===== config.mk =====
export PLATFORM = sky130hd
export DESIGN_NAME = alarm_input_supervisor
export DESIGN_NICKNAME = d
export VERILOG_FILES = /design/src/hdl/supervisor_pkg.sv /design/src/hdl/input_channel.sv /design/src/hdl/alarm_input_supervisor.sv
export SDC_FILE = /design/constraint.sdc
export NUM_CORES = 1
export LEC_CHECK = 0
export BUFFER_PORTS_ARGS = -buffer_cell sky130_fd_sc_hd__clkbuf_2
export CAP_MARGIN = 40
export CORE_MARGIN = 3
export CORE_UTILIZATION = 42
export DETAILED_ROUTE_END_ITERATION = 10
export GPL_ROUTABILITY_DRIVEN = 0
export GPL_TIMING_DRIVEN = 1
export MAX_ROUTING_LAYER = met4
export PLACE_DENSITY_LB_ADDON = 0.2
export SLEW_MARGIN = 20
export SYNTH_ARGS = -nofsm -noshare
export SYNTH_HDL_FRONTEND = slang
export SYNTH_SLANG_ARGS = --single-unit

===== constraint.sdc =====
create_clock -name core_clk -period 7.61 [get_ports core_clk]
set_clock_uncertainty 0.2 [all_clocks]
set_input_delay 0.761 -clock core_clk [delete_from_list [all_inputs] [get_ports core_clk]]
set_output_delay 0.761 -clock core_clk [all_outputs]
set_load 0.02 [all_outputs]

===== src/hdl/supervisor_pkg.sv =====
// Shared constants, types and the exit request decode for the alarm input supervisor.
// Assumes one 250 MHz core clock and an APB slave with 32-bit data.
package supervisor_pkg;

	// Clock and door time unit
	localparam int CLK_PERIOD_NS = 4;
	localparam int TICK_PERIOD_NS = 1000000;
	localparam int TICK_CYCLES = TICK_PERIOD_NS / CLK_PERIOD_NS;
	localparam int NUM_INPUTS_DEF = 8;
	localparam int TIME_W = 16;
	localparam int FAULT_W = 3;
	localparam int MODE_W = 4;
	localparam int EV_W = 10;

	////////////////////////////////////////////////////////////////////////////////
	// Register byte addresses
	localparam logic [7:0] ADDR_ENABLE = 8'h00;
	localparam logic [7:0] ADDR_POLARITY = 8'h04;
	localparam logic [7:0] ADDR_REPORT = 8'h08;
	localparam logic [7:0] ADDR_EXIT_MODE = 8'h0c;
	localparam logic [7:0] ADDR_CODE_MASK = 8'h10;
	localparam logic [7:0] ADDR_DOOR_TIME = 8'h14;
	localparam logic [7:0] ADDR_COMMAND = 8'h18;
	localparam logic [7:0] ADDR_STATUS = 8'h1c;

	// Reset values
	localparam logic [TIME_W-1:0] DOOR_TIME_RESET = 16'h1388;
	localparam logic [MODE_W-1:0] EXIT_MODE_RESET = 4'h5;

	// Command word layout and operations
	localparam int CMD_OP_LSB = 0;
	localparam int CMD_MODE_LSB = 4;
	localparam int CMD_DIGIT_LSB = 8;
	localparam int CMD_DIGITS = 6;
	localparam logic [3:0] OP_ENABLE = 4'h1;
	localparam logic [3:0] OP_DISABLE = 4'h2;
	localparam logic [3:0] OP_NORM_OPEN = 4'h3;
	localparam logic [3:0] OP_NORM_CLOSED = 4'h4;
	localparam logic [3:0] OP_EXIT_MODE = 4'h5;
	localparam logic [3:0] OP_REPORT_DOOR = 4'h6;
	localparam logic [3:0] OP_REPORT_ALARM = 4'h7;

	////////////////////////////////////////////////////////////////////////////////
	// Event codes, also the bit index of each pending flag
	localparam logic [3:0] EV_SECURE = 4'h0;
	localparam logic [3:0] EV_FORCED = 4'h1;
	localparam logic [3:0] EV_HELD = 4'h2;
	localparam logic [3:0] EV_EXIT = 4'h3;
	localparam logic [3:0] EV_LINE_OPEN = 4'h4;
	localparam logic [3:0] EV_ALARM_OPEN = 4'h8;
	localparam logic [3:0] EV_TOO_LONG = 4'h9;

	typedef enum logic [0:0] {EXIT_IDLE = 1'b0, EXIT_HELD = 1'b1} exit_state_t;
	typedef struct packed {
		logic act;
		logic relay;
		logic retrig;
	} exit_action_t;

	// Exit request mode code to action
	function automatic exit_action_t exit_decode(input logic [MODE_W-1:0] code);
		exit_action_t a;
		a = '0;
		case (code)
			4'h1, 4'h4, 4'h6: a = '{act: 1'b1, relay: 1'b1, retrig: 1'b0};
			4'h2, 4'h7: a = '{act: 1'b1, relay: 1'b0, retrig: 1'b0};
			4'h3, 4'h8: a = '{act: 1'b1, relay: 1'b1, retrig: 1'b1};
			4'h9: a = '{act: 1'b1, relay: 1'b0, retrig: 1'b1};
			default: a = '0;
		endcase
		return a;
	endfunction : exit_decode

endpackage : supervisor_pkg


===== src/hdl/input_channel.sv =====
// One supervised input: pin synchronisers, secure tracking, exit request and mask timer.
// Assumes the door time tick is a one-cycle enable from the parent.
module input_channel
	import supervisor_pkg::*;
(
	input wire logic core_clk,
	input wire logic rst_n,
	input wire logic tick,
	input wire logic enable,
	input wire logic polarity,
	input wire logic [supervisor_pkg::MODE_W-1:0] exit_mode,
	input wire logic [supervisor_pkg::TIME_W-1:0] door_time,
	input wire logic ext_mask,
	input wire logic held_open_timeout,
	input wire logic contact_closed,
	input wire logic exit_request,
	input wire logic [supervisor_pkg::FAULT_W-1:0] line_fault,
	output logic masked,
	output logic secure,
	output logic [supervisor_pkg::FAULT_W-1:0] fault,
	output logic relay_trigger,
	output logic ev_secure,
	output logic ev_open,
	output logic ev_held,
	output logic ev_exit,
	output logic ev_fault
);
	typedef struct packed {
		logic [2:0] c_sync;
		logic contact;
		logic [2:0] x_sync;
		logic exit_on;
		logic [2:0][FAULT_W-1:0] f_sync;
		logic [FAULT_W-1:0] fault;
		logic [FAULT_W-1:0] fault_seen;
		exit_state_t st;
		logic [TIME_W-1:0] timer;
		logic secure;
		logic relay;
		logic ev_secure;
		logic ev_open;
		logic ev_held;
		logic ev_exit;
		logic ev_fault;
	} chan_t;

	chan_t q;
	chan_t next_q;
	exit_action_t act;
	logic now_secure;

	assign act = exit_decode(exit_mode);
	assign now_secure = q.contact ^ polarity;
	assign masked = ext_mask | (q.timer != '0);
	assign secure = q.secure;
	assign fault = q.fault;
	assign relay_trigger = q.relay;
	assign ev_secure = q.ev_secure;
	assign ev_open = q.ev_open;
	assign ev_held = q.ev_held;
	assign ev_exit = q.ev_exit;
	assign ev_fault = q.ev_fault;

	// Synchronisers, event detection and exit request sequencing
	always_comb begin
		next_q = q;
		next_q.c_sync = {q.c_sync[1:0], contact_closed};
		next_q.x_sync = {q.x_sync[1:0], exit_request};
		next_q.f_sync = {q.f_sync[1:0], line_fault};
		if (q.c_sync[1] == q.c_sync[2]) begin
			next_q.contact = q.c_sync[1];
		end
		if (q.x_sync[1] == q.x_sync[2]) begin
			next_q.exit_on = q.x_sync[1];
		end
		if (q.f_sync[1] == q.f_sync[2]) begin
			next_q.fault = q.f_sync[1];
		end
		{next_q.relay, next_q.ev_secure, next_q.ev_open} = 3'h0;
		{next_q.ev_held, next_q.ev_exit, next_q.ev_fault} = 3'h0;
		if (tick && q.timer != '0) begin
			next_q.timer = q.timer - 1'b1;
		end
		if (!enable) begin
			// Disabled input stays silent and ignores exit requests
			next_q.secure = now_secure;
			next_q.fault_seen = q.fault;
			next_q.st = EXIT_IDLE;
			next_q.timer = '0;
		end else begin
			if (now_secure != q.secure) begin
				next_q.secure = now_secure;
				next_q.ev_secure = now_secure;
				next_q.ev_open = !now_secure && !masked;
			end
			if (q.fault != q.fault_seen) begin
				next_q.fault_seen = q.fault;
				next_q.ev_fault = (q.fault != '0);
			end
			next_q.ev_held = held_open_timeout;
			case (q.st)
				EXIT_IDLE: begin
					if (q.exit_on && act.act) begin
						next_q.st = EXIT_HELD;
						next_q.timer = door_time;
						next_q.relay = act.relay;
						next_q.ev_exit = 1'b1;
					end
				end
				EXIT_HELD: begin
					if (!q.exit_on) begin
						next_q.st = EXIT_IDLE;
					end else if (act.retrig && tick) begin
						next_q.timer = door_time;
						next_q.relay = act.relay;
					end
				end
				default: next_q.st = EXIT_IDLE;
			endcase
		end
	end

	// State register
	always_ff @(posedge core_clk or negedge rst_n) begin
		if (!rst_n) begin
			q <= '{c_sync: 3'h7, contact: 1'b1, secure: 1'b1, st: EXIT_IDLE, default: '0};
		end else begin
			q <= next_q;
		end
	end

	////////////////////////////////////////////////////////////////////////////////
	// Checks
	property p_open_unmasked;
		@(posedge core_clk) disable iff (!rst_n) q.ev_open |-> !$past(masked);
	endproperty
	a_open_unmasked: assert property (p_open_unmasked) else $error("open report while masked");

	property p_exit_loads;
		@(posedge core_clk) disable iff (!rst_n) q.ev_exit |-> q.timer == $past(door_time);
	endproperty
	a_exit_loads: assert property (p_exit_loads) else $error("exit did not load door time");

	property p_relay_mode;
		@(posedge core_clk) disable iff (!rst_n) q.relay |-> $past(act.relay && enable);
	endproperty
	a_relay_mode: assert property (p_relay_mode) else $error("relay pulse in mask-only mode");

	property p_retrigger;
		@(posedge core_clk) disable iff (!rst_n)
			(enable && q.st == EXIT_HELD && q.exit_on && act.retrig && tick) |=> q.timer == $past(door_time);
	endproperty
	a_retrigger: assert property (p_retrigger) else $error("retrigger missed");

	property p_once;
		@(posedge core_clk) disable iff (!rst_n)
			(q.st == EXIT_HELD && !act.retrig && $stable(exit_mode)) |=> !q.ev_exit && !q.relay;
	endproperty
	a_once: assert property (p_once) else $error("once mode fired twice");

	c_exit_granted: cover property (@(posedge core_clk) disable iff (!rst_n) q.ev_exit);
endmodule : input_channel


===== src/hdl/alarm_input_supervisor.sv =====
// Alarm input supervisor top: APB registers, command decode, per-input channels, event queue.
// Assumes an APB3 master on core_clk and line module pins asynchronous to it.
//
// What this block does
// - An input set for alarm reporting turns forced-door into alarm-open and held-open into too-long.
// - An exit request activation masks its input for the configured door time.
// - An input counts as masked under time zone, masking code or an actuated relay.
// - Masking suppresses only the forced-door or alarm-open report and nothing else.
// - The enable command takes a list of input digits, each digit selecting one input.
// - Any subset of inputs may be disabled.
// - A disabled input reports nothing and its exit request is ignored.
// - Inputs are normally closed when secure by default, and polarity code 1 makes them open.
// - Exit mode 1 triggers the relay and masks, 2 only masks, 5 turns handling off.
// - Exit mode 3 retriggers while the request is active, 4 acts once per activation.
// - Modes 6 and 7 act once per activation, 8 and 9 retrigger while active, with or without relay.
// - Every input is enabled out of reset.
// - Door inputs report secure, forced, held open, exit granted, open, short, noise, out of spec.
//
// Added by the designer: the APB slave port and the address map.
module alarm_input_supervisor #(
	parameter int NUM_INPUTS = supervisor_pkg::NUM_INPUTS_DEF,
	parameter int TICK_CYCLES = supervisor_pkg::TICK_CYCLES
) (
	input wire logic core_clk,
	input wire logic rst_n,
	input wire logic psel,
	input wire logic penable,
	input wire logic pwrite,
	input wire logic [7:0] paddr,
	input wire logic [31:0] pwdata,
	output logic [31:0] prdata,
	output logic pready,
	output logic pslverr,
	input wire logic [NUM_INPUTS-1:0] contact_closed,
	input wire logic [NUM_INPUTS-1:0] exit_request,
	input wire logic [NUM_INPUTS*supervisor_pkg::FAULT_W-1:0] line_fault,
	input wire logic [NUM_INPUTS-1:0] tz_mask,
	input wire logic [NUM_INPUTS-1:0] relay_actuated,
	input wire logic [NUM_INPUTS-1:0] held_open_timeout,
	output logic [NUM_INPUTS-1:0] relay_trigger,
	output logic [NUM_INPUTS-1:0] input_masked,
	output logic event_valid,
	output logic [$clog2(NUM_INPUTS)-1:0] event_input,
	output logic [3:0] event_code
);
	import supervisor_pkg::*;

	localparam int N = NUM_INPUTS;
	localparam int IW = $clog2(NUM_INPUTS);
	localparam int TW = $clog2(TICK_CYCLES);

	typedef struct packed {
		logic [N-1:0] enable;
		logic [N-1:0] polarity;
		logic [N-1:0] report_alarm;
		logic [N-1:0] code_mask;
		logic [N*MODE_W-1:0] exit_mode;
		logic [TIME_W-1:0] door_time;
		logic [31:0] prdata;
		logic [TW-1:0] tick_cnt;
		logic tick;
		logic [N-1:0][EV_W-1:0] pend;
		logic [IW-1:0] ptr;
		logic ev_valid;
		logic [IW-1:0] ev_input;
		logic [3:0] ev_code;
	} top_t;

	top_t q;
	top_t next_q;
	logic [N-1:0] ch_secure;
	logic [N-1:0] ch_relay;
	logic [N-1:0] ch_ev_secure;
	logic [N-1:0] ch_ev_open;
	logic [N-1:0] ch_ev_held;
	logic [N-1:0] ch_ev_exit;
	logic [N-1:0] ch_ev_fault;
	logic [N-1:0][FAULT_W-1:0] ch_fault;
	logic wr;
	logic rd_setup;
	logic hit;
	logic [31:0] rd_val;
	logic [N-1:0] sel;
	logic [3:0] cmd_op;
	logic [MODE_W-1:0] cmd_mode;

	////////////////////////////////////////////////////////////////////////////////
	// APB handshake
	assign wr = psel & penable & pwrite;
	assign rd_setup = psel & ~penable;
	assign pready = psel & penable;
	assign pslverr = psel & penable & ~hit;
	assign prdata = q.prdata;
	assign cmd_op = pwdata[CMD_OP_LSB +: 4];
	assign cmd_mode = pwdata[CMD_MODE_LSB +: MODE_W];
	assign relay_trigger = ch_relay;
	assign event_valid = q.ev_valid;
	assign event_input = q.ev_input;
	assign event_code = q.ev_code;

	// Address decode and read data
	always_comb begin
		hit = 1'b1;
		rd_val = '0;
		if (paddr == ADDR_ENABLE) begin
			rd_val[N-1:0] = q.enable;
		end else if (paddr == ADDR_POLARITY) begin
			rd_val[N-1:0] = q.polarity;
		end else if (paddr == ADDR_REPORT) begin
			rd_val[N-1:0] = q.report_alarm;
		end else if (paddr == ADDR_EXIT_MODE) begin
			rd_val[N*MODE_W-1:0] = q.exit_mode;
		end else if (paddr == ADDR_CODE_MASK) begin
			rd_val[N-1:0] = q.code_mask;
		end else if (paddr == ADDR_DOOR_TIME) begin
			rd_val[TIME_W-1:0] = q.door_time;
		end else if (paddr == ADDR_COMMAND) begin
			rd_val = '0;
		end else if (paddr == ADDR_STATUS) begin
			rd_val[2*N-1:0] = {input_masked, ch_secure};
		end else begin
			hit = 1'b0;
		end
	end

	// Digit list of a command selects inputs
	always_comb begin
		logic [3:0] digit;
		digit = '0;
		sel = '0;
		for (int d = 0; d < CMD_DIGITS; d++) begin
			digit = pwdata[CMD_DIGIT_LSB + 4*d +: 4];
			for (int i = 0; i < N; i++) begin
				if (digit == 4'(i + 1)) begin
					sel[i] = 1'b1;
				end
			end
		end
	end

	////////////////////////////////////////////////////////////////////////////////
	// Next state: registers, commands, tick divider, event queue
	always_comb begin
		logic found;
		logic [3:0] code;
		found = 1'b0;
		code = '0;
		next_q = q;
		// Door time unit tick
		next_q.tick = 1'b0;
		if (q.tick_cnt == TW'(TICK_CYCLES - 1)) begin
			next_q.tick_cnt = '0;
			next_q.tick = 1'b1;
		end else begin
			next_q.tick_cnt = q.tick_cnt + 1'b1;
		end
		// Read data captured in the setup phase
		if (rd_setup) begin
			next_q.prdata = rd_val;
		end
		// Direct register writes, taken in the access phase
		if (wr) begin
			if (paddr == ADDR_ENABLE) begin
				next_q.enable = pwdata[N-1:0];
			end else if (paddr == ADDR_POLARITY) begin
				next_q.polarity = pwdata[N-1:0];
			end else if (paddr == ADDR_REPORT) begin
				next_q.report_alarm = pwdata[N-1:0];
			end else if (paddr == ADDR_EXIT_MODE) begin
				next_q.exit_mode = pwdata[N*MODE_W-1:0];
			end else if (paddr == ADDR_CODE_MASK) begin
				next_q.code_mask = pwdata[N-1:0];
			end else if (paddr == ADDR_DOOR_TIME) begin
				next_q.door_time = pwdata[TIME_W-1:0];
			end else if (paddr == ADDR_COMMAND) begin
				case (cmd_op)
					OP_ENABLE: next_q.enable = q.enable | sel;
					OP_DISABLE: next_q.enable = q.enable & ~sel;
					OP_NORM_OPEN: next_q.polarity = q.polarity | sel;
					OP_NORM_CLOSED: next_q.polarity = q.polarity & ~sel;
					OP_REPORT_DOOR: next_q.report_alarm = q.report_alarm & ~sel;
					OP_REPORT_ALARM: next_q.report_alarm = q.report_alarm | sel;
					OP_EXIT_MODE: begin
						for (int i = 0; i < N; i++) begin
							if (sel[i]) begin
								next_q.exit_mode[i*MODE_W +: MODE_W] = cmd_mode;
							end
						end
					end
					default: next_q.enable = q.enable;
				endcase
			end
		end
		// Scanner drains one pending flag per cycle, lowest code first
		next_q.ev_valid = 1'b0;
		if (q.enable[q.ptr] && q.pend[q.ptr] != '0) begin
			for (int e = EV_W - 1; e >= 0; e--) begin
				if (q.pend[q.ptr][e]) begin
					found = 1'b1;
					code = 4'(e);
				end
			end
			next_q.ev_valid = found;
			next_q.ev_input = q.ptr;
			next_q.ev_code = code;
			next_q.pend[q.ptr][code] = 1'b0;
		end else begin
			next_q.ptr = (q.ptr == IW'(N - 1)) ? '0 : q.ptr + 1'b1;
		end
		// New events set flags after the clear so a set in the same cycle wins
		for (int i = 0; i < N; i++) begin
			if (!q.enable[i]) begin
				next_q.pend[i] = '0;
			end else begin
				if (ch_ev_secure[i]) begin
					next_q.pend[i][EV_SECURE] = 1'b1;
				end
				if (ch_ev_open[i]) begin
					next_q.pend[i][q.report_alarm[i] ? EV_ALARM_OPEN : EV_FORCED] = 1'b1;
				end
				if (ch_ev_held[i]) begin
					next_q.pend[i][q.report_alarm[i] ? EV_TOO_LONG : EV_HELD] = 1'b1;
				end
				if (ch_ev_exit[i]) begin
					next_q.pend[i][EV_EXIT] = 1'b1;
				end
				if (ch_ev_fault[i] && ch_fault[i] <= 3'h4) begin
					next_q.pend[i][EV_LINE_OPEN + 4'(ch_fault[i]) - 4'h1] = 1'b1;
				end
			end
		end
	end

	// State register
	always_ff @(posedge core_clk or negedge rst_n) begin
		if (!rst_n) begin
			q <= '{enable: '1, exit_mode: {N{EXIT_MODE_RESET}}, door_time: DOOR_TIME_RESET,
				default: '0};
		end else begin
			q <= next_q;
		end
	end

	////////////////////////////////////////////////////////////////////////////////
	// One channel per input
	for (genvar i = 0; i < N; i++) begin : g_chan
		input_channel u_chan (
			.core_clk(core_clk),
			.rst_n(rst_n),
			.tick(q.tick),
			.enable(q.enable[i]),
			.polarity(q.polarity[i]),
			.exit_mode(q.exit_mode[i*MODE_W +: MODE_W]),
			.door_time(q.door_time),
			.ext_mask(tz_mask[i] | q.code_mask[i] | relay_actuated[i]),
			.held_open_timeout(held_open_timeout[i]),
			.contact_closed(contact_closed[i]),
			.exit_request(exit_request[i]),
			.line_fault(line_fault[i*FAULT_W +: FAULT_W]),
			.masked(input_masked[i]),
			.secure(ch_secure[i]),
			.fault(ch_fault[i]),
			.relay_trigger(ch_relay[i]),
			.ev_secure(ch_ev_secure[i]),
			.ev_open(ch_ev_open[i]),
			.ev_held(ch_ev_held[i]),
			.ev_exit(ch_ev_exit[i]),
			.ev_fault(ch_ev_fault[i])
		);
	end

	////////////////////////////////////////////////////////////////////////////////
	// Checks
	property p_start_enabled;
		@(posedge core_clk) disable iff (!rst_n) $rose(rst_n) |-> q.enable == '1;
	endproperty
	a_start_enabled: assert property (p_start_enabled) else $error("inputs not enabled");

	property p_cmd_enable;
		@(posedge core_clk) disable iff (!rst_n)
			(wr && paddr == ADDR_COMMAND && cmd_op == OP_ENABLE && pwdata[11:8] == 4'h1)
			|=> q.enable[0];
	endproperty
	a_cmd_enable: assert property (p_cmd_enable) else $error("enable digit ignored");

	property p_cmd_disable;
		@(posedge core_clk) disable iff (!rst_n)
			(wr && paddr == ADDR_COMMAND && cmd_op == OP_DISABLE && pwdata[11:8] == 4'h1)
			|=> !q.enable[0];
	endproperty
	a_cmd_disable: assert property (p_cmd_disable) else $error("disable digit ignored");

	property p_pol_open;
		@(posedge core_clk) disable iff (!rst_n)
			(wr && paddr == ADDR_COMMAND && cmd_op == OP_NORM_OPEN)
			|=> (q.polarity & $past(sel)) == $past(sel);
	endproperty
	a_pol_open: assert property (p_pol_open) else $error("polarity not set");

	// Door style keeps the plain held-open code
	property p_door_style;
		@(posedge core_clk) disable iff (!rst_n)
			(ch_ev_held[1] && q.enable[1] && !q.report_alarm[1]) |=> q.pend[1][EV_HELD];
	endproperty
	a_door_style: assert property (p_door_style) else $error("held open not queued");

	property p_alarm_style;
		@(posedge core_clk) disable iff (!rst_n)
			(ch_ev_open[0] && q.enable[0] && q.report_alarm[0]) |=> q.pend[0][EV_ALARM_OPEN];
	endproperty
	a_alarm_style: assert property (p_alarm_style) else $error("alarm open not queued");

	property p_disabled_silent;
		@(posedge core_clk) disable iff (!rst_n) !q.enable[q.ptr] |=> !event_valid;
	endproperty
	a_disabled_silent: assert property (p_disabled_silent) else $error("disabled input reported");

	property p_disabled_relay;
		@(posedge core_clk) disable iff (!rst_n) !$past(q.enable[7]) |-> !relay_trigger[7];
	endproperty
	a_disabled_relay: assert property (p_disabled_relay) else $error("disabled input pulsed relay");

	property p_code_range;
		@(posedge core_clk) disable iff (!rst_n) event_valid |-> event_code <= EV_TOO_LONG;
	endproperty
	a_code_range: assert property (p_code_range) else $error("bad event code");

	property p_mode_write;
		@(posedge core_clk) disable iff (!rst_n)
			(wr && paddr == ADDR_EXIT_MODE) |=> q.exit_mode == $past(pwdata[N*MODE_W-1:0]);
	endproperty
	a_mode_write: assert property (p_mode_write) else $error("exit mode not stored");

	property p_mask_join;
		@(posedge core_clk) disable iff (!rst_n)
			(tz_mask[0] || relay_actuated[0] || q.code_mask[0]) |-> input_masked[0];
	endproperty
	a_mask_join: assert property (p_mask_join) else $error("mask source ignored");

	c_forced: cover property (@(posedge core_clk) disable iff (!rst_n)
		event_valid && event_code == EV_FORCED);
	c_alarm_open: cover property (@(posedge core_clk) disable iff (!rst_n)
		event_valid && event_code == EV_ALARM_OPEN);
	c_unmapped: cover property (@(posedge core_clk) disable iff (!rst_n) pslverr);
endmodule : alarm_input_supervisor


==> Yosys cells after proc, flatten, opt, wreduce, memory -nomap -nowiden <==
Memories as Yosys holds them, arrays and structs flattened.
Index checks and enable logic that the tools add are counted.
{ "totals": {"elab_cells": 1031, "register_bits": 598, "mem_count": 8, "inputBits": 109, "mem_bits_ro": 384} }
{ "op_classes": {"n_bitwise": 84, "addsub": 26, "n_reduce_logical": 130, "eq_ne": 134, "n_lt_le_gt_ge": 60, "n_mux": 417} }
{ "mem_list": {"columns": ["name", "depth", "word_bits", "rd", "rd_ports_with_merged_regs", "write_ports", "line", "source"], "rows": [
  ["(no name shown)", 16, 3, 1, 0, 0, "supervisor_pkg.sv:64", "case (code)"],
  ["(no name shown)", 16, 3, 1, 0, 0, "supervisor_pkg.sv:64", null],
  ["(no name shown)", 16, 3, 1, 0, 0, "supervisor_pkg.sv:64", null],
  ["(no name shown)", 16, 3, 1, 0, 0, "supervisor_pkg.sv:64", null],
  ["(no name shown)", 16, 3, 1, 0, 0, "supervisor_pkg.sv:64", null],
  ["(no name shown)", 16, 3, 1, 0, 0, "supervisor_pkg.sv:64", null],
  ["2 more memories", null, null, null, null, null, null, null]
]} }
{ "op_table": {"columns": ["op", "count"], "rows": [
  ["$mux W10", 50],
  ["$mux W16", 29],
  ["$pmux W17 S2", 8],
  ["$or A10 B10 Y10", 24],
  ["$mux W32", 6],
  ["$mux W1", 189],
  ["$mux W21", 8],
  ["$mux W24", 6],
  ["$mux W4", 35],
  ["$mux W17", 8],
  ["$reduce_bool A16 Y1", 8],
  ["$sub A16 B1 Y16 const B", 8],
  ["$lt A4 B5 Y1 const B", 25],
  ["$eq A4 B3 Y1 const B", 28],
  ["$demux W1 S4", 25],
  ["$ge A4 B1 Y1 const B", 25],
  ["$mux W8", 11],
  ["$and A80 B80 Y80", 1],
  ["$mux W80", 1],
  ["$not A80 Y80", 1],
  ["$reduce_and A9 Y1", 8],
  ["$logic_and A1 B1 Y1", 67],
  ["$eq A4 B2 Y1 const B", 14],
  ["$mux W48", 1],
  ["44 further kinds", 265]
]} }

==> Longest topological paths before layout <==
Gate-level depths: netlist of run 1.
{ "depth": {"ltp_word": 35, "depth_mapped": 12, "mapped_depth_nobuf": 9} }

==> Modules after synthesis <==
Synthesis of run 1 repeated with hierarchy kept, for this count alone.
{ "hier_totals": {"hier_cells": 3003, "area_unflattened_um2": 31128.6} }
{ "by_module_without_submodules": {"columns": ["mod", "cells_per_inst", "n_inst", "area_per_inst_um2"], "rows": [
  ["input_channel (g_chan[1].u_chan ...)", 202, 6, 2253.4],
  ["alarm_input_supervisor", 1371, 1, 13108.8],
  ["input_channel (g_chan[6].u_chan)", 212, 1, 2264.7],
  ["input_channel (g_chan[0].u_chan)", 208, 1, 2234.6]
]} }

==> Least setup slack after synthesis of run 1 <==
Ideal clock, no wire load.
{ "synth_path": {"path_kind": "input to register", "startpoint": "input paddr[2]", "endpoint": "register q[148] (netlist name)", "t_arrival_ns": 3.061, "stages": 8, "setup_slack_ns": 4.224, "path_cell_list": "clkbuf_1 nand3b_1 nor2_1 clkbuf_1 or4_1 nor3_1 clkbuf_1 mux2_2"} }
{ "synth_via": {"elab_chain_len": 3} }
{ "synth_rtl": {"columns": ["item", "line", "source"], "rows": [
  ["start, declared", "alarm_input_supervisor.sv:29", "input wire logic [7:0] paddr,"],
  ["$eq A8 B5 Y1 (tied with other cells)", "alarm_input_supervisor.sv:171", "end else if (paddr == ADDR_CODE_MASK) begin"],
  ["$not A1 Y1 (no line)", null, null],
  ["$reduce_and A7 Y1 (no line) *", null, null],
  ["end signal, assigned", "alarm_input_supervisor.sv:237", "q <= '{enable: '1, exit_mode: {N{EXIT_MODE_RESET}}, door_time: DOOR_TIME_RESET,"],
  ["end signal, assigned", "alarm_input_supervisor.sv:240", "q <= next_q;"],
  ["end, declared", "alarm_input_supervisor.sv:69", "top_t q;"]
]} }
Every way passes the cells marked *; elsewhere a longest branch is shown, timed or not.
A chain may end at the register's enable or synchronous reset.

==> results of run 1 <==
## critical path, stage by stage, from the launching register on
cell and delay, ns:
sky130_fd_sc_hd__dfrtp_1 0.75, sky130_fd_sc_hd__buf_8 0.24, sky130_fd_sc_hd__mux4_2 0.51, sky130_fd_sc_hd__mux2_2 0.29, sky130_fd_sc_hd__or2_1 0.25, sky130_fd_sc_hd__or3b_1 0.68, sky130_fd_sc_hd__or4_1 0.83, sky130_fd_sc_hd__o211ai_1 0.28
sky130_fd_sc_hd__o21ai_1 0.10
## Yosys cell counts, types with 46 or more instances
master                     number  area (um2)
sky130_fd_sc_hd__a21oi_1      211        1060
sky130_fd_sc_hd__mux2_2        47         529
sky130_fd_sc_hd__a22oi_1       55         413
sky130_fd_sc_hd__a31oi_1       46         288
sky130_fd_sc_hd__mux2i_1       52         521
sky130_fd_sc_hd__inv_1        122         458
sky130_fd_sc_hd__dfrtp_1      529       13200
sky130_fd_sc_hd__a211oi_1      51         383
sky130_fd_sc_hd__clkbuf_1     153         574
sky130_fd_sc_hd__xor2_1        51         447
sky130_fd_sc_hd__nor3_1       116         581
sky130_fd_sc_hd__buf_4         57         428
sky130_fd_sc_hd__o21ai_0      214        1070
sky130_fd_sc_hd__xnor2_1      134        1170
sky130_fd_sc_hd__nor2_1       209         785
sky130_fd_sc_hd__nor4_1        47         294
sky130_fd_sc_hd__dfstp_2       69        1810
sky130_fd_sc_hd__nand2_1      111         417
## per-layer routing
metal  share of wire  vias to the layer above  track usage
met3           0.076                      180       0.0470
li1                -                    10200            -
met2            0.46                      914        0.377
met4           0.036                        0       0.0827
met1            0.43                    11300        0.335
met5               0                        -            -
## area by class of cell
class | count | share of cell area
Multi-Input combinational cell | 1866 | 0.376
Clock inverter | 20 | 0.0101
Inverter | 125 | 0.0144
Timing Repair Buffer | 209 | 0.0404
Tap cell | 873 | 0.0335
Antenna cell | 3 | 0.000230
Clock buffer | 104 | 0.0639
Sequential cell | 598 | 0.462
## sequential cells by signal (all words and copies together) (netlist names)
name	flops
g_chan.u_chan.ev_held	8
q	182
g_chan.u_chan.q	216
g_chan.u_chan.ev_open	8
prdata	32
g_chan.u_chan.next_q	80
g_chan.u_chan.fault	24
g_chan.u_chan.ev_exit	8
g_chan.u_chan.ev_secure	8
event_input	3
event_valid	1
g_chan.u_chan.relay_trigger	8
event_code	4
g_chan.u_chan.secure	8
g_chan.u_chan.ev_fault	8
## cell usage in the layout (no fill, tap or decap), drive strengths merged, types with 18 or more instances in the layout
| cell | instances |
|---|---|
| a211oi | 51 |
| a21oi | 211 |
| a22o | 33 |
| a22oi | 55 |
| a31oi | 46 |
| and2 | 22 |
| buf | 44 |
| clkbuf | 269 |
| dfrtp | 529 |
| dfstp | 69 |
| ha | 35 |
| inv | 122 |
| mux2 | 47 |
| mux2i | 52 |
| nand2 | 111 |
| nand2b | 28 |
| nand3 | 42 |
| nand3b | 21 |
| nand4 | 18 |
| nor2 | 209 |
| nor2b | 25 |
| nor3 | 116 |
| nor4 | 47 |
| o211ai | 34 |
| o21ai | 238 |
| or3 | 25 |
| or4 | 26 |
| xnor2 | 134 |
| xor2 | 51 |
## final timing paths
check                                                            from                                    end  slack, ns  depth (start not counted)
worst min register to register  g_chan[2].u_chan.next_q[41]$_DFF_PN0_  g_chan[2].u_chan.next_q[42]$_DFF_PN0_       0.13                          0
worst min-delay path                                            rst_n                       q[101]$_DFF_PN0_       0.04                          1
worst max register to register                       q[9]$_DFFE_PN0N_                        q[87]$_DFF_PN0_       3.33                          8
max in group asynchronous                                       rst_n       g_chan[1].u_chan.q[13]$_DFF_PN0_       5.70                          2
worst max-delay path                                 q[9]$_DFFE_PN0N_                        q[87]$_DFF_PN0_       3.33                          8
min in group core_clk                               contact_closed[3]  g_chan[3].u_chan.next_q[45]$_DFF_PN1_       0.04                          1
## power by group
group	internal, uW	leakage (uW)	switching, uW
Clock	2190	0.00118	1330
Sequential	3310	0.00765	140
Combinational	195	0.00539	315
Total	5700	0.0142	1790
## metrics by stage
stage               hold WS (ns)  cells
detailed placement         0.135   3667
floorplan                  0.131   2820
finish                    0.0355   3798
global placement           0.133   3651
global route              0.0158   3798
CTS                      0.00960   3791
## cells by family (layout without fill, tap and decap cells)
kind of cell    Yosys count  count (layout)
fa+ha+maj                51              51
xor+xnor                185             185
other cells               0               3
buf+inv                 356             458
mux                     116             116
flops                   598             598
compound gates          760             760
simple gates            754             754
==> flow_results.xml, run 1 <==
<?xml version="1.0" encoding="UTF-8"?>
<metrics>
  <group name="run_status">
    <metric name="status" unit="">finished clean</metric>
  </group>
  <group name="synth">
    <metric name="netlist_instances" unit="">2820</metric>
    <metric name="synthesis.area_per_instance" unit="um2">10.2</metric>
    <metric name="synthAdderAreaFrac" unit="">0.0207</metric>
    <metric name="ys_async_sr_fraction" unit="">1.00</metric>
    <metric name="synth_edf_count" unit="">0</metric>
    <metric name="synthXorXnorAreaFrac" unit="">0.0562</metric>
    <metric name="synth.mux.area_fraction" unit="">0.0497</metric>
    <metric name="synthFlopType" unit="">sky130_fd_sc_hd__dfrtp_1</metric>
    <metric name="post_synth_and_or_nand_nor_area_fraction" unit="">0.135</metric>
    <metric name="synth_seq_cells" unit="">598</metric>
    <metric name="post_synthesis_compound_gate_area_fraction" unit="">0.162</metric>
    <metric name="yosysSeqAreaShare" unit="">0.522</metric>
    <metric name="dominant_combinational_cell_family_by_area_after_synthesis" unit="">compound AO/OA/AOI/OAI gates</metric>
    <metric name="synthesis.area" unit="um2">28900</metric>
    <metric name="synth_nets" unit="">2964</metric>
    <metric name="yosys.cell_types.count" unit="">70</metric>
    <metric name="yosysWarnings" unit="">0</metric>
  </group>
  <group name="placed_design">
    <metric name="dpl_cell_area" unit="um2">30100</metric>
    <metric name="dp_worst_setup_slack" unit="ns">3.30</metric>
    <metric name="io_buffers" unit="">166</metric>
    <metric name="post-dp-hpwl" unit="um">60100</metric>
  </group>
  <group name="finish">
    <metric name="synthToLayoutAreaGrowth" unit="%">13.0</metric>
    <metric name="final_net_count" unit="">3012</metric>
    <metric name="finish.instance_area" unit="um2">32600</metric>
    <metric name="layout-drive-gt1-share" unit="">0.161</metric>
    <metric name="multiInputGateArea" unit="um2">12300</metric>
    <metric name="fillers" unit="">6140</metric>
    <metric name="layout.core_utilization" unit="">0.482</metric>
    <metric name="sequential_cell_area" unit="um2">15100</metric>
  </group>
  <group name="global_routing">
    <metric name="global_route.usage.total" unit="">0.248</metric>
    <metric name="grt_pass1_wl" unit="um">133000</metric>
    <metric name="grt_overflow" unit="">0</metric>
    <metric name="grt_antenna_before_repair" unit="">3</metric>
    <metric name="maximum_number_of_pins_on_one_net_before_global_route_repair" unit="">181</metric>
    <metric name="grt_pass1_vias" unit="">22200</metric>
  </group>
  <group name="clocking">
    <metric name="htree_levels" unit="">3</metric>
    <metric name="cts_resized" unit="">0</metric>
    <metric name="clk_pin_slew" unit="ns">0.06</metric>
    <metric name="cts_buffers" unit="">68</metric>
    <metric name="hold_buffers" unit="">0</metric>
    <metric name="cts_num_sinks" unit="">598</metric>
    <metric name="post-cts-setup-buffers" unit="">0</metric>
    <metric name="cts_tree" unit="">done</metric>
    <metric name="clockBufferDepth" unit="">3</metric>
    <metric name="worstSkewPairLatency" unit="ns">0.60</metric>
    <metric name="clk_root_buffer_cell" unit="">sky130_fd_sc_hd__clkbuf_16</metric>
  </group>
  <group name="floorplan">
    <metric name="initial_standard_cell_utilization_of_the_core" unit="">0.427</metric>
    <metric name="design.portCount" unit="">167</metric>
    <metric name="dieArea" unit="um2">71900</metric>
    <metric name="rows" unit="">95</metric>
    <metric name="die_height" unit="um">268</metric>
    <metric name="fp.dieW" unit="um">268</metric>
    <metric name="core" unit="um2">67600</metric>
  </group>
  <group name="critical_path">
    <metric name="start_kind" unit="">register</metric>
    <metric name="cp_max_fo" unit="">18</metric>
    <metric name="cp_data_arrival_time" unit="ns">4.55</metric>
    <metric name="cp_data_required_time" unit="ns">7.88</metric>
    <metric name="crit_type" unit="">reg -&gt; reg</metric>
    <metric name="cp-end-kind" unit="">register</metric>
  </group>
  <group name="job">
    <metric name="cap_viol_max_count" unit="">0</metric>
  </group>
  <group name="power_and_ir_drop">
    <metric name="power.total" unit="uW">7480</metric>
    <metric name="worst_ir_drop_vdd" unit="mV">0.154</metric>
    <metric name="power_density" unit="nW/um2">229</metric>
    <metric name="p_leak" unit="uW">0.0142</metric>
  </group>
  <group name="sta">
    <metric name="finalSetupViolations" unit="">0</metric>
    <metric name="layout_setup_ws" unit="ns">3.33</metric>
    <metric name="finalHoldViolations" unit="">0</metric>
    <metric name="final_period_minus_worst_setup_slack" unit="ns">4.28</metric>
    <metric name="maxSlewHeadroom" unit="">0.336</metric>
    <metric name="final.period_utilization" unit="">0.562</metric>
    <metric name="tns" unit="ns">0</metric>
    <metric name="timing.final.max_slew_violations" unit="">0</metric>
    <metric name="max_slew.worst_pin.slew" unit="ns">0.996</metric>
    <metric name="rsz_0062_raised_after_global_routing" unit="">no</metric>
    <metric name="achievable-frequency" unit="MHz">234</metric>
  </group>
  <group name="routing">
    <metric name="vias_after_detailed_routing" unit="">22500</metric>
    <metric name="detail_route.iter0.violations" unit="">2088</metric>
    <metric name="dr.pass1.iters" unit="">6</metric>
    <metric name="postRouteAntennaNets" unit="">0</metric>
    <metric name="post-route-drc-count" unit="">0</metric>
    <metric name="wl_per_cell" unit="um">22.7</metric>
    <metric name="route.final.wire_length" unit="um">86100</metric>
    <metric name="avgViaCountPerCell" unit="">5.93</metric>
  </group>
  <group name="min_path">
    <metric name="min_delay_path_class" unit="">in -&gt; async</metric>
  </group>
</metrics>
Power figures use the tool's default switching activity.
==> run 2, diff against run 1 <==
clock period = 4.4 ns   (was 7.61 ns; I/O delays follow)
==> flow_results.xml, run 2 (synthesis results as in run 1) <==
<?xml version="1.0" encoding="UTF-8"?>
<metrics>
  <group name="floorplan">
    <metric name="dieArea" unit="um2">71900</metric>
    <metric name="fp.dieW" unit="um">268</metric>
    <metric name="design.portCount" unit="">167</metric>
    <metric name="initial_standard_cell_utilization_of_the_core" unit="">0.427</metric>
    <metric name="die_height" unit="um">268</metric>
    <metric name="core" unit="um2">67600</metric>
    <metric name="rows" unit="">95</metric>
  </group>
  <group name="power_and_ir_drop">
    <metric name="power.total" unit="uW">12700</metric>
    <metric name="worst_ir_drop_vdd" unit="mV">0.224</metric>
    <metric name="power_density" unit="nW/um2">384</metric>
    <metric name="p_leak" unit="uW">0.0145</metric>
  </group>
  <group name="critical_path">
    <metric name="cp_data_arrival_time" unit="ns">4.19</metric>
    <metric name="cp_max_fo" unit="">11</metric>
    <metric name="r2r-end" unit="">q[47]$_DFF_PN0_</metric>
    <metric name="regToRegStartpoint" unit="">q[9]$_DFFE_PN0N_</metric>
    <metric name="crit_type" unit="">reg -&gt; reg</metric>
    <metric name="cp-end-kind" unit="">register</metric>
    <metric name="start_kind" unit="">register</metric>
    <metric name="cp_data_required_time" unit="ns">4.67</metric>
    <metric name="ff2ff_path_depth" unit="">7</metric>
    <metric name="critPathLaunch" unit="">q[9]$_DFFE_PN0N_</metric>
    <metric name="ff2ff_setup_slack" unit="ns">0.48</metric>
  </group>
  <group name="sta">
    <metric name="finalSetupViolations" unit="">0</metric>
    <metric name="maxSlewHeadroom" unit="">0.421</metric>
    <metric name="achievable-frequency" unit="MHz">255</metric>
    <metric name="tns" unit="ns">0</metric>
    <metric name="final_period_minus_worst_setup_slack" unit="ns">3.92</metric>
    <metric name="layout_setup_ws" unit="ns">0.477</metric>
    <metric name="timing.final.max_slew_violations" unit="">0</metric>
    <metric name="finalHoldViolations" unit="">0</metric>
    <metric name="max_slew.worst_pin.slew" unit="ns">0.859</metric>
    <metric name="final.period_utilization" unit="">0.892</metric>
    <metric name="rsz_0062_raised_after_global_routing" unit="">no</metric>
  </group>
  <group name="finish">
    <metric name="layout.core_utilization" unit="">0.491</metric>
    <metric name="synthToLayoutAreaGrowth" unit="%">15.2</metric>
    <metric name="fillers" unit="">6093</metric>
    <metric name="layout.cells.most_common_list" unit="">529 x sky130_fd_sc_hd__dfrtp_1, 214 x sky130_fd_sc_hd__o21ai_0, 211 x sky130_fd_sc_hd__a21oi_1, 209 x sky130_fd_sc_hd__nor2_1, 165 x sky130_fd_sc_hd__clkbuf_2</metric>
    <metric name="multiInputGateArea" unit="um2">12300</metric>
    <metric name="number_of_flip_flops_in_the_largest_register" unit="">216</metric>
    <metric name="final_net_count" unit="">3090</metric>
    <metric name="top_reg_by_flops" unit="">g_chan.u_chan.q</metric>
    <metric name="finish.instance_area" unit="um2">33200</metric>
    <metric name="sequential_cell_area" unit="um2">15100</metric>
    <metric name="most_common_cell_after_layout_fill_and_taps_aside" unit="">sky130_fd_sc_hd__dfrtp_1</metric>
    <metric name="layout-drive-gt1-share" unit="">0.163</metric>
  </group>
  <group name="clocking">
    <metric name="cts_tree" unit="">done</metric>
    <metric name="worstSkewPairLatency" unit="ns">0.61</metric>
    <metric name="clk_root_buffer_cell" unit="">sky130_fd_sc_hd__clkbuf_16</metric>
    <metric name="cts_buffers" unit="">70</metric>
    <metric name="post-cts-setup-buffers" unit="">0</metric>
    <metric name="clockBufferDepth" unit="">3</metric>
    <metric name="clk_pin_slew" unit="ns">0.06</metric>
    <metric name="cts_num_sinks" unit="">598</metric>
    <metric name="cts_resized" unit="">0</metric>
    <metric name="htree_levels" unit="">3</metric>
  </group>
  <group name="global_routing">
    <metric name="global_route.usage.total" unit="">0.250</metric>
    <metric name="grt_overflow" unit="">0</metric>
    <metric name="grt_antenna_before_repair" unit="">4</metric>
    <metric name="grt_pass1_wl" unit="um">134000</metric>
    <metric name="grt_pass1_vias" unit="">22700</metric>
    <metric name="maximum_number_of_pins_on_one_net_before_global_route_repair" unit="">95</metric>
  </group>
  <group name="min_path">
    <metric name="endpoint_worst_hold" unit="">q[186]$_DFFE_PN1P_</metric>
    <metric name="min-delay-start" unit="">pwdata[28]</metric>
    <metric name="worst_hold_path.num_cells" unit="">3</metric>
    <metric name="min_delay_path_class" unit="">in -&gt; reg</metric>
  </group>
  <group name="job">
    <metric name="cap_viol_max_count" unit="">0</metric>
  </group>
  <group name="routing">
    <metric name="detail_route.iter0.violations" unit="">1921</metric>
    <metric name="vias_after_detailed_routing" unit="">23100</metric>
    <metric name="postRouteAntennaNets" unit="">0</metric>
    <metric name="route.final.wire_length" unit="um">87100</metric>
    <metric name="dr.pass1.iters" unit="">7</metric>
    <metric name="wl_per_cell" unit="um">22.5</metric>
    <metric name="avgViaCountPerCell" unit="">5.95</metric>
    <metric name="post-route-drc-count" unit="">0</metric>
  </group>
  <group name="run_status">
    <metric name="status" unit="">finished clean</metric>
  </group>
  <group name="placed_design">
    <metric name="io_buffers" unit="">166</metric>
    <metric name="dp_worst_setup_slack" unit="ns">0.531</metric>
    <metric name="dpl_cell_area" unit="um2">30300</metric>
    <metric name="post-dp-hpwl" unit="um">61200</metric>
  </group>
</metrics>
[run 2: cell count changes in the layout (fill, tap and decap cells not counted), sizes merged]
cell	change
dlygate4sd3	+62
buf	+14
bufinv	-6
clkinv	+6
inv	+4
clkbuf	-2
clkinvlp	+2
diode	+1
[run 2: critical path, stage by stage, from the launching register on]
cell                       delay, ns
sky130_fd_sc_hd__dfrtp_1        0.63
sky130_fd_sc_hd__mux4_2         0.57
sky130_fd_sc_hd__mux2_2         0.32
sky130_fd_sc_hd__or2_1          0.28
sky130_fd_sc_hd__or3b_1         0.54
sky130_fd_sc_hd__or4_1          0.87
sky130_fd_sc_hd__o211ai_1       0.28
sky130_fd_sc_hd__o21ai_1        0.10
[run 2: repair_timing]
item,CTS,global route
endpoints found under the hold margin,135,0
setup endpoints to repair,0,0
hold buffers,62,0
[run 2: per-layer routing]
layer | vias up | GRT usage | routed length (um)
met2 | 1053 | 0.375 | 38900
met1 | 11500 | 0.341 | 37700
li1 | 10300 | - | -
met5 | - | - | 0
met3 | 222 | 0.0407 | 6620
met4 | 0 | 0.101 | 3890
[run 2: worst max-delay path by stage]
stage | endpoint | slack, ns | cells past startpoint
after floorplan | q[79]$_DFF_PN0_ | 1.15 | 10
after detailed placement | q[47]$_DFF_PN0_ | 0.53 | 7
after global placement | q[17]$_DFF_PN0_ | 0.60 | 7
after CTS | q[47]$_DFF_PN0_ | 0.51 | 7
after global routing | q[10]$_DFFE_PN0N_ | 0.22 | 8
final | q[47]$_DFF_PN0_ | 0.48 | 7
[run 2: report_power, final]
part	total (uW)	leakage [uW]	switching, uW	internal (uW)
Clock	5840	0.00115	2350	3490
Sequential	5970	0.00765	245	5730
Combinational	931	0.00571	558	373
Total	12700	0.0145	3160	9590
[run 2: per-stage QoR]
stage | std cells | hold WS [ns]
finish | 3879 | 0.0458
global route | 3878 | 0.0122
CTS | 3874 | 0.00528
detailed placement | 3684 | 0.135
global placement | 3670 | 0.134
floorplan | 2820 | -0.0556
[run 2: layout make-up]
type / count / share of cell area
Sequential cell: 598 / 0.453
Multi-Input combinational cell: 1866 / 0.369
Timing Repair Buffer: 285 / 0.0604
Clock buffer: 102 / 0.0628
Antenna cell: 4 / 0.000301
Clock inverter: 26 / 0.00738
Tap cell: 873 / 0.0329
Inverter: 125 / 0.0141
